==> config.mk <==
export PLATFORM = sky130hd
export DESIGN_NAME = wdc_ctrl
export DESIGN_NICKNAME = d
export VERILOG_FILES = /design/src/wdc_pkg.sv /design/src/wdc_cnt_if.sv /design/src/wdc_timer.sv /design/src/wdc_ctrl.sv
export VERILOG_INCLUDE_DIRS = /design/src
export SDC_FILE = /design/constraint.sdc
export NUM_CORES = 1
export LEC_CHECK = 0
export ABC_CLOCK_PERIOD_IN_PS = 9300
export BUFFER_PORTS_ARGS = -buffer_cell sky130_fd_sc_hd__buf_2
export CAP_MARGIN = 20
export CORE_MARGIN = 3
export CORE_UTILIZATION = 56
export DETAILED_ROUTE_END_ITERATION = 8
export HOLD_SLACK_MARGIN = 0.05
export PLACE_DENSITY_LB_ADDON = 0.08
export SKIP_LAST_GASP = 1
export SYNTH_ARGS = -nofsm -noshare
export SYNTH_HDL_FRONTEND = slang
export SYNTH_HIERARCHICAL = 1
export SYNTH_SLANG_ARGS = --single-unit
==> constraint.sdc <==
create_clock -name mclk -period 9.3 [get_ports mclk]
set_input_delay 0.465 -clock mclk [delete_from_list [all_inputs] [get_ports mclk]]
set_output_delay 0.465 -clock mclk [all_outputs]
set_load 0.03 [all_outputs]
==> src/wdc_defines.svh <==
// Register map, field positions, reset values and timing counts of the watchdog control block
// How it works
// - Time-out in interrupt mode sets the flag
// - Vector execution clears the flag
// - Writing one clears flag, zero keeps
// - Request needs flag, enable and global enable
// - Enable bits select stop, irq, reset, both
// - Programmed fuse forces reset mode always
// - Combined mode: first time-out only interrupts
// - Vector clears enable and flag, reset mode
// - Unserviced flag at next time-out resets
// - Reset clear, prescale change need change-enable
// - Change-enable self-clears after four cycles
// - Cause flag holds reset enable set
// - Prescale bits at 5 and 2..0
// - Time-out is 2048 shifted by code
// - Watchdog reset starts at vector 0x0000
// - Counts oscillator ticks, restart instruction clears
// - Watchdog reset sets cause, zero write clears
`ifndef WDC_DEFINES_SVH
`define WDC_DEFINES_SVH

`define WDC_ADDR_W 4
`define WDC_DATA_W 32
`define WDC_VEC_W 16
`define WDC_CNT_W 21

`define WDC_OFF_CTRL 4'h0
`define WDC_OFF_CAUSE 4'h4

`define WDC_BIT_FLAG 7
`define WDC_BIT_IE 6
`define WDC_BIT_PS3 5
`define WDC_BIT_CE 4
`define WDC_BIT_SRE 3
`define WDC_BIT_CAUSE 3

`define WDC_CE_CYCLES 3'h4
`define WDC_BASE_CYCLES 21'h000800
`define WDC_CNT_ONE 21'h000001
`define WDC_PS_MAX 4'h9
`define WDC_PS_RESET 4'h0
`define WDC_RESET_VECTOR 16'h0000

`endif

==> src/wdc_pkg.sv <==
// Types shared by the watchdog control block
`include "wdc_defines.svh"
package wdc_pkg;
    typedef logic [`WDC_ADDR_W-1:0] wdc_addr_t;
    typedef logic [`WDC_DATA_W-1:0] wdc_word_t;
    typedef logic [`WDC_VEC_W-1:0] wdc_vec_t;
    typedef logic [3:0] wdc_ps_t;
    typedef enum logic [3:0] {
        WDC_STOP = 4'b0001,
        WDC_IRQ  = 4'b0010,
        WDC_RST  = 4'b0100,
        WDC_BOTH = 4'b1000
    } wdc_mode_e;
endpackage

==> src/wdc_cnt_if.sv <==
// Link between the control logic and the time-out counter
`timescale 1ns/1ps
`default_nettype none
interface wdc_cnt_if;
    logic tick;
    logic restart;
    logic run;
    logic [3:0] sel;
    logic timeout;
    modport ctrl (output tick, output restart, output run, output sel, input timeout);
    modport cnt (input tick, input restart, input run, input sel, output timeout);
endinterface
`default_nettype wire

==> src/wdc_timer.sv <==
// Time-out counter clocked by oscillator ticks
`timescale 1ns/1ps
`default_nettype none
`include "wdc_defines.svh"
module wdc_timer (
    input wire logic mclk,
    input wire logic nrst,
    wdc_cnt_if.cnt cif
);
    import wdc_pkg::*;

    logic [`WDC_CNT_W-1:0] count;
    logic [`WDC_CNT_W-1:0] next_count;
    logic [`WDC_CNT_W-1:0] limit;
    logic timeout;
    logic next_timeout;
    wdc_ps_t eff_sel;

    always_comb begin
        eff_sel = (cif.sel > `WDC_PS_MAX) ? `WDC_PS_MAX : cif.sel;
        limit = `WDC_BASE_CYCLES << eff_sel;
        next_count = count;
        next_timeout = 1'b0;
        if (cif.restart || !cif.run) begin
            next_count = '0;
        end else if (cif.tick) begin
            // Greater-or-equal so a switch to a shorter period fires on the next tick
            if (count >= limit - `WDC_CNT_ONE) begin
                next_count = '0;
                next_timeout = 1'b1;
            end else begin
                next_count = count + `WDC_CNT_ONE;
            end
        end
    end

    always_ff @(posedge mclk or negedge nrst) begin
        if (!nrst) begin
            count <= '0;
            timeout <= 1'b0;
        end else begin
            count <= next_count;
            timeout <= next_timeout;
        end
    end

    assign cif.timeout = timeout;
endmodule
`default_nettype wire

==> src/wdc_ctrl.sv <==
// Watchdog control, status, mode selection and register slave
//
// The register offsets and register access over Avalon-MM were chosen for this implementation.
`timescale 1ns/1ps
`default_nettype none
`include "wdc_defines.svh"
module wdc_ctrl (
    input wire logic mclk,
    input wire logic nrst,
    input wire wdc_pkg::wdc_addr_t avs_address,
    input wire logic avs_read,
    input wire logic avs_write,
    input wire wdc_pkg::wdc_word_t avs_writedata,
    output wdc_pkg::wdc_word_t avs_readdata,
    output logic avs_waitrequest,
    input wire logic osc_pin,
    input wire logic always_on_fuse,
    input wire logic wdr_exec,
    input wire logic irq_vector_exec,
    input wire logic global_irq_enable,
    output logic irq_req,
    output logic sys_reset,
    output wdc_pkg::wdc_vec_t reset_vector
);
    import wdc_pkg::*;

    wdc_cnt_if cif ();

    wdc_timer u_timer (
        .mclk(mclk),
        .nrst(nrst),
        .cif(cif)
    );

    // Pin synchronisers; the third oscillator stage only feeds edge detection
    logic osc_s1;
    logic osc_s2;
    logic osc_s3;
    logic fuse_s1;
    logic fuse_s2;

    always_ff @(posedge mclk or negedge nrst) begin
        if (!nrst) begin
            osc_s1 <= 1'b0;
            osc_s2 <= 1'b0;
            osc_s3 <= 1'b0;
            fuse_s1 <= 1'b1;
            fuse_s2 <= 1'b1;
        end else begin
            osc_s1 <= osc_pin;
            osc_s2 <= osc_s1;
            osc_s3 <= osc_s2;
            fuse_s1 <= always_on_fuse;
            fuse_s2 <= fuse_s1;
        end
    end

    // Control state
    logic flag;
    logic ie;
    logic sre;
    wdc_ps_t ps;
    logic [2:0] ce_cnt;
    logic cause;
    logic next_flag;
    logic next_ie;
    logic next_sre;
    wdc_ps_t next_ps;
    logic [2:0] next_ce_cnt;
    logic next_cause;

    logic fuse_prog;
    logic sre_eff;
    logic ie_eff;
    logic ce;
    wdc_mode_e mode;
    logic to_irq;
    logic to_rst;
    logic wr;
    logic wr_ctrl;
    logic wr_cause;
    wdc_word_t wd;
    wdc_word_t rd_ctrl;
    wdc_word_t rd_cause;

    always_comb begin
        fuse_prog = !fuse_s2;
        sre_eff = sre || cause || fuse_prog;
        ie_eff = ie && !fuse_prog;
        ce = (ce_cnt != 3'h0);
        if (fuse_prog) begin
            mode = WDC_RST;
        end else begin
            case ({sre || cause, ie})
                2'b00: mode = WDC_STOP;
                2'b01: mode = WDC_IRQ;
                2'b10: mode = WDC_RST;
                default: mode = WDC_BOTH;
            endcase
        end
        to_irq = cif.timeout && (mode == WDC_IRQ || (mode == WDC_BOTH && !flag));
        to_rst = cif.timeout && (mode == WDC_RST || (mode == WDC_BOTH && flag));
        wd = avs_writedata;
        wr = avs_write && !avs_waitrequest;
        wr_ctrl = 1'b0;
        wr_cause = 1'b0;
        if (avs_address == `WDC_OFF_CTRL) begin
            wr_ctrl = wr;
        end else if (avs_address == `WDC_OFF_CAUSE) begin
            wr_cause = wr;
        end
        rd_ctrl = '0;
        rd_ctrl[`WDC_BIT_FLAG] = flag;
        rd_ctrl[`WDC_BIT_IE] = ie_eff;
        rd_ctrl[`WDC_BIT_PS3] = ps[3];
        rd_ctrl[`WDC_BIT_CE] = ce;
        rd_ctrl[`WDC_BIT_SRE] = sre_eff;
        rd_ctrl[2:0] = ps[2:0];
        rd_cause = '0;
        rd_cause[`WDC_BIT_CAUSE] = cause;
    end

    always_comb begin
        next_flag = flag;
        next_ie = ie;
        next_sre = sre;
        next_ps = ps;
        next_ce_cnt = ce_cnt;
        next_cause = cause;
        if (wr_ctrl && wd[`WDC_BIT_FLAG]) begin
            next_flag = 1'b0;
        end
        if (wr_ctrl) begin
            next_ie = wd[`WDC_BIT_IE];
            if (wd[`WDC_BIT_SRE]) begin
                next_sre = 1'b1;
            end else if (ce && !cause) begin
                next_sre = 1'b0;
            end
            if (ce) begin
                next_ps = {wd[`WDC_BIT_PS3], wd[2:0]};
            end
        end
        // Vector execution drops the combined mode back to plain reset mode
        if (irq_vector_exec) begin
            next_flag = 1'b0;
            if (sre_eff) begin
                next_ie = 1'b0;
            end
        end
        // A time-out in the same cycle as a clear still lands
        if (to_irq) begin
            next_flag = 1'b1;
        end
        if (wr_ctrl && wd[`WDC_BIT_CE]) begin
            next_ce_cnt = `WDC_CE_CYCLES;
        end else if (ce) begin
            next_ce_cnt = ce_cnt - 3'h1;
        end
        if (wr_cause && !wd[`WDC_BIT_CAUSE]) begin
            next_cause = 1'b0;
        end
        if (to_rst) begin
            next_cause = 1'b1;
        end
    end

    always_ff @(posedge mclk or negedge nrst) begin
        if (!nrst) begin
            flag <= 1'b0;
            ie <= 1'b0;
            sre <= 1'b0;
            ps <= `WDC_PS_RESET;
            ce_cnt <= 3'h0;
            cause <= 1'b0;
        end else begin
            flag <= next_flag;
            ie <= next_ie;
            sre <= next_sre;
            ps <= next_ps;
            ce_cnt <= next_ce_cnt;
            cause <= next_cause;
        end
    end

    // Counter hookup
    always_comb begin
        cif.tick = osc_s2 && !osc_s3;
        cif.restart = wdr_exec;
        cif.run = (mode != WDC_STOP);
        cif.sel = ps;
    end

    // Bus slave and registered outputs; every access takes exactly one wait cycle
    wdc_word_t next_readdata;
    logic next_waitrequest;
    logic next_irq_req;
    logic next_sys_reset;

    always_comb begin
        next_waitrequest = !((avs_read || avs_write) && avs_waitrequest);
        next_readdata = avs_readdata;
        if (avs_read && avs_waitrequest) begin
            if (avs_address == `WDC_OFF_CTRL) begin
                next_readdata = rd_ctrl;
            end else if (avs_address == `WDC_OFF_CAUSE) begin
                next_readdata = rd_cause;
            end else begin
                next_readdata = '0;
            end
        end
        next_irq_req = flag && ie_eff && global_irq_enable;
        next_sys_reset = to_rst;
    end

    always_ff @(posedge mclk or negedge nrst) begin
        if (!nrst) begin
            avs_readdata <= '0;
            avs_waitrequest <= 1'b1;
            irq_req <= 1'b0;
            sys_reset <= 1'b0;
            reset_vector <= `WDC_RESET_VECTOR;
        end else begin
            avs_readdata <= next_readdata;
            avs_waitrequest <= next_waitrequest;
            irq_req <= next_irq_req;
            sys_reset <= next_sys_reset;
            reset_vector <= `WDC_RESET_VECTOR;
        end
    end
endmodule
`default_nettype wire

==> results of run 1 <==
-- cell families after synthesis --
| family | Yosys count | synth area share (%) |
|---|---|---|
| compound gates | 79 | 17.8 |
| xor+xnor | 2 | 0.570 |
| fa+ha+maj | 14 | 5.70 |
| buf+inv | 61 | 13.4 |
| flops | 49 | 40.0 |
| mux | 4 | 1.47 |
| other cells | 2 | 0.244 |
| simple gates | 103 | 20.7 |
-- metal layers --
| layer | vias to the layer above | routed length (µm) | GRT usage [%] |
|---|---|---|---|
| met4 | 0 | 70 | 5.57 |
| li1 | 1153 | - | - |
| met2 | 58 | 2940 | 32.1 |
| met3 | 5 | 291 | 3.70 |
| met1 | 1114 | 2700 | 26.9 |
| met5 | - | 0 | 0 |
-- final cells by class --
cell class	count	area (µm²)
clock buffers	7	96.3
repair buffers	35	185
well taps	70	87.6
multi-input cells	243	1580
inverters	9	33.8
clock inverters	1	5.00
flip-flops and latches	49	1230
fillers	460	1990
-- stage by stage --
stage / setup slack [ns] / power, mW / std cells / hold WS, ns
floorplan: 6.22 / 0.377 / 353 / 0.169
global placement: 5.75 / 0.395 / 405 / 0.333
detailed placement: 5.73 / 0.400 / 405 / 0.349
CTS: 5.69 / 0.539 / 413 / 0.236
global route: 5.44 / 0.568 / 414 / 0.229
finish: 5.71 / 0.530 / 414 / 0.255
-- critical path, stage by stage, from the launching register on --
cell	delay, ns
dfrtp_1	0.46
or2_2	0.34
nand2b_1	0.17
ha_1	0.25
nor3_1	0.14
a21o_1	0.10
a32oi_1	0.10
ha_1	0.30
nand4_1	0.14
nor4_1	0.59
a2111oi_4	0.14
buf_4	0.27
and2_1	0.25
a22o_1	0.23
-- placed cells by master, fill, tap and decap left out, types with 2 or more instances in the layout --
cell	instances
a21o_1	2
a21oi_1	13
a22o_1	8
a31oi_1	25
a41oi_1	4
and2_1	3
and3_1	11
and4_1	2
buf_2	31
buf_4	3
clkbuf_8	7
conb_1	41
dfrtp_1	46
dfstp_2	3
ha_1	14
inv_1	9
mux2_2	4
nand2_1	14
nand2b_1	4
nand3_1	22
nand3b_1	5
nand4_1	11
nand4b_1	2
nor2_1	6
nor2b_1	4
nor3_1	3
o211ai_1	2
o21ai_0	12
o2bb2ai_1	2
or2_2	3
-- registers in the layout, summed over array words and instances, names as in the netlist, 3 cells and up --
name	flops
cif.sel	4
u_timer/count	21
avs_readdata	8
ce_cnt	3
-- how the worst max path moves through the flow --
| stage | startpoint | end |
|---|---|---|
| 6_report | cif.sel[1] | u_timer/count[1] |
| 5_1_grt | cif.sel[1] | u_timer/count[1] |
| 4_1_cts | cif.sel[1] | u_timer/count[1] |
| 3_5_place_dp | cif.sel[1] | u_timer/count[1] |
| 3_3_place_gp | cif.sel[1] | u_timer/count[1] |
| 2_1_floorplan | cif.sel[1] | u_timer/count[1] |
-- report_power, final --
group          total (mW)  internal, mW  switching (mW)
sequential          0.247         0.230          0.0170
combinational       0.147        0.0558          0.0914
clock               0.136        0.0673          0.0685
total               0.530         0.353           0.177
==> reports/metrics.cfg, run 1 <==
[synthesis]
yosysWarnings = 6
synth.area.top_cells = dfrtp_1, buf_4, ha_1
netlist_instances = 314
syn_area_per_cell_um2 = 9.78
synth_top_area_cell = dfrtp_1
synth_top_area_share_pct = 37.5
synth_commonest_cells = dfrtp_1, buf_4, a31oi_1
ys.flop_type = dfrtp_1
yosysSeqAreaShare_pct = 40.0
syn-cell-area_um2 = 3070
ys_ff_latch = 49
synth.distinct_cells = 57
yosysMostFrequentCell = dfrtp_1
synth-async-reset-ratio_pct = 100
synth_edf_count = 0

[timing]
finalCritPeriodShare_pct = 38.6
finalClockSkew_ns = 0.00409
hold_viol = 0
setup_violations = 0
max_slew.worst_pin.slew_ns = 0.669
maxSlewViolCount = 0
max_slew_margin_pct = 55.2
finalCriticalPeriod_ns = 3.59
max_freq_mhz = 279
final.setup.tns_ns = 0
grt_setup_unrepaired = no

[drt]
wl_mm = 6.00
routed_via_density = 5.63
wire_per_inst_um = 14.5
drtPass1Iterations = 4
drc_errors = 0
num_vias = 2330
ant_nets = 0
drt_iter0_drc = 107

[clocking]
path_clk_slew_ns = 0.09
htreeDepth = 2
cts-buffers-inserted = 5
hold_buffers = 0
postCtsSetupBuffers = 0
cts_tree = done
clkSinkCount = 49
postCtsResizedCells = 0
clk_latency_ns = 0.30
ctsLongestPathBuffers = 2
root_buffer = clkbuf_8

[setup_path]
crit_type = flip-flop to flip-flop
regToRegSetupSlack_ns = 5.71
timing.rr.start = cif.sel[1]
cp_data_required_time_ns = 9.50
rr_endpoint = u_timer/count[1]
end_kind = flip-flop
cp_data_arrival_time_ns = 3.79
reg2reg_depth = 13
start_kind = flip-flop
crit_fanout = 36

[placed_design]
hpwl_mm = 4.23
routabilityCongestion = 0.762
place_area_um2 = 3100
numPortBuffers = 31

[floorplan]
io_pins = 96
row_count = 26
start_util_pct = 59.0
core_area_um2 = 5200
die_h_um = 80.1
die_area_um2 = 6410
die_w_um = 80.1

[hold_path]
min_from = always_on_fuse
hold_class = input port to flip-flop
hold_path_end = fuse_s1
hold_depth = 1

[global_route]
first_global_vias = 2055
grt-ovfl-total = 0
grt_max_degree = 50
antenna_found_initial = 0
grt_pass1_wl_mm = 10.0
track_usage_pct = 19.7

[run_status]
status = completed

[power]
vdd_ir_drop_max_mv = 0.0737
leakagePower_nw = 1.51
pwr_density_cell_nw_per_um2 = 165

[final_layout]
fin_util_pct = 61.7
area_growth_pct = 4.60
final_area_um2 = 3210
nNetsFinal = 402
antennaDiodeCount = 0
drive_above_1_share_pct = 18.9

[job]
drv_cap = 0

(Power assumes the default switching activity.)
==> inputs of run 2 (changes only) <==
--- a/config.mk
+++ b/config.mk
@@ -6,11 +6,11 @@
 export SDC_FILE = /design/constraint.sdc
 export NUM_CORES = 1
 export LEC_CHECK = 0
-export ABC_CLOCK_PERIOD_IN_PS = 9300
+export ABC_CLOCK_PERIOD_IN_PS = 3100
 export BUFFER_PORTS_ARGS = -buffer_cell sky130_fd_sc_hd__buf_2
 export CAP_MARGIN = 20
 export CORE_MARGIN = 3
-export CORE_UTILIZATION = 56
+export CORE_UTILIZATION = 47
 export DETAILED_ROUTE_END_ITERATION = 8
 export HOLD_SLACK_MARGIN = 0.05
 export PLACE_DENSITY_LB_ADDON = 0.08
==> constraint.sdc (replaced) <==
create_clock -name mclk -period 3.1 [get_ports mclk]
set_input_delay 0.155 -clock mclk [delete_from_list [all_inputs] [get_ports mclk]]
set_output_delay 0.155 -clock mclk [all_outputs]
set_load 0.03 [all_outputs]
==> run 2 against run 1 <==
Net effect:
- fmax increased by 20%
- count of clock-buffer cells in the layout shrank 2
- power grew to 3.3 times the previous value
- global-route usage shrank 2.2 points
- first-iteration DRC count decreased by 29%
- worst setup slack got worse by 5.6 ns
- cell count increased by 7.5%
- non-clock buffer count increased by 26
- clock power grew to 2.8 times the previous value
- combinational power rose to 4.3 times the previous value
- via count rose by 5.8%
- sequential share of layout area is 3.6 points lower
==> reports/metrics.cfg, run 2 (synthesis gave the netlist of run 1 again) <==
[timing]
max_slew.worst_pin.slew_ns = 0.664
finalCritPeriodShare_pct = 96.2
max_slew_margin_pct = 55.5
setup_violations = 0
hold_viol = 0
setup_ws_ns = 0.118
max_freq_mhz = 335
finalClockSkew_ns = 0.00597
maxSlewViolCount = 0
finalCriticalPeriod_ns = 2.98
final.setup.tns_ns = 0

[global_route]
antenna_found_initial = 0
track_usage_pct = 17.5
grt_max_degree = 49
grt_pass1_wl_mm = 10.5
grt-ovfl-total = 0
first_global_vias = 2215

[clocking]
root_buffer = clkbuf_8
cts-buffers-inserted = 5
cts_tree = done
ctsLongestPathBuffers = 2
htreeDepth = 2
path_clk_slew_ns = 0.09
clk_latency_ns = 0.31
clkSinkCount = 49

[power]
power_frac_comb_pct = 36.2
leakagePower_nw = 1.66
vdd_ir_drop_max_mv = 0.254
swShare_pct = 34.9
switching_power_mw = 0.604
power_frac_clock_pct = 21.9
p_int_mw = 1.12
finalPower_mw = 1.73
pwr_density_cell_nw_per_um2 = 488
seqPwrFrac_pct = 41.9

[setup_path]
reg2reg_depth = 14
crit_type = flip-flop to flip-flop
cp_data_arrival_time_ns = 3.20
start_kind = flip-flop
crit_path_start = cif.sel[1]
timing.rr.start = cif.sel[1]
cp_data_required_time_ns = 3.32
crit_fanout = 5
crit_chain = or2_4 > nand2b_4 > ha_4 > a21o_1 > a32oi_2 > ha_1 > nand4_1 > nor4_2 > buf_4 > a2111oi_4 > buf_6 > buf_8 > nand3_1 > a31oi_1
critPathMaxStageDelay_ns = 0.39
end_kind = flip-flop
slowest_stage = dfrtp_1

[placed_design]
numPortBuffers = 31
hpwl_mm = 4.51
place_area_um2 = 3230
routabilityCongestion = 0.803
place_ws_ns = -0.134

[hold_path]
min_from = avs_writedata[4]
hold_depth = 2
hold_class = input port to flip-flop

[final_layout]
multi_input_area_um2 = 1630
nFillCells = 554
area_growth_pct = 15.4
final_area_um2 = 3550
final_cell_mix = dfrtp_1, conb_1, buf_2
seq_area_um2 = 1230
antennaDiodeCount = 0
fin_util_pct = 57.8
final_common_cell = dfrtp_1
nNetsFinal = 428
drive_above_1_share_pct = 25.1
regMostFlops = u_timer/count
largest_reg_flops = 21

[floorplan]
row_count = 28
core_area_um2 = 6130
die_w_um = 86.8
start_util_pct = 50.1
io_pins = 96
die_h_um = 86.8
die_area_um2 = 7540

[drt]
drtPass1Iterations = 4
num_vias = 2466
drt_iter0_drc = 76
wl_mm = 6.66
ant_nets = 0
wire_per_inst_um = 15.0
routed_via_density = 5.54
drc_errors = 0

[job]
drv_cap = 0

[run_status]
status = completed

[run 2: layer usage]
metal	share of wire, %	GRT usage (%)
met1	46	23.8
met2	48	28.6
met3	5.3	3.14
met4	0.95	4.82
met5	0	0
[run 2: layout make-up]
| class | instances | area share (%) |
|---|---|---|
| clock buffers | 5 | 1.94 |
| clock inverters | 3 | 0.494 |
| inverters | 9 | 0.953 |
| multi-input cells | 243 | 46.0 |
| flip-flops and latches | 49 | 34.7 |
| well taps | 75 | 2.65 |
| repair buffers | 61 | 13.3 |
[run 2: power groups by stage]
stage	combinational (mW)	clock, mW	sequential (mW)
5_1_grt	0.695	0.422	0.731
6_report	0.625	0.379	0.725
2_1_floorplan	0.377	0	0.754
3_5_place_dp	0.540	0	0.732
3_3_place_gp	0.524	0	0.731
4_1_cts	0.566	0.396	0.722
[run 2: critical path: cells and delay by family, from the launching register on]
family | cells | cell delay [ns]
buffers and inverters | 3 | 0.47
AND/OR/NAND/NOR | 5 | 0.73
AO/OA/AOI/OAI | 4 | 0.91
adder cells (fa/ha/maj) | 2 | 0.42
flip-flops | 1 | 0.39
[run 2: final timing paths]
kind	endpoint	slack, ns
max	u_timer/count[3]	0.12
min reg2reg	osc_s2	0.36
max reg2reg	u_timer/count[3]	0.12
min in group asynchronous	u_timer/count[19]	0.36
max in group asynchronous	fuse_s2	2.01
min	ce_cnt[0]	0.07
[run 2: per-stage QoR]
stage               cells  hold WS [ns]
floorplan             353        -0.141
global placement      424         0.260
detailed placement    424         0.262
CTS                   439        0.0583
global route          445        0.0698
finish                445        0.0738
[run 2: repair_timing]
action / in CTS / in global routing
resized for setup: 6 / 10
endpoints found under the hold margin: 4 / 20
hold buffers: 5 / 1
pin swaps: 3 / 6
endpoints found under the setup margin: 19 / 21
setup buffers: 2 / 2
cloned: 1 / 2
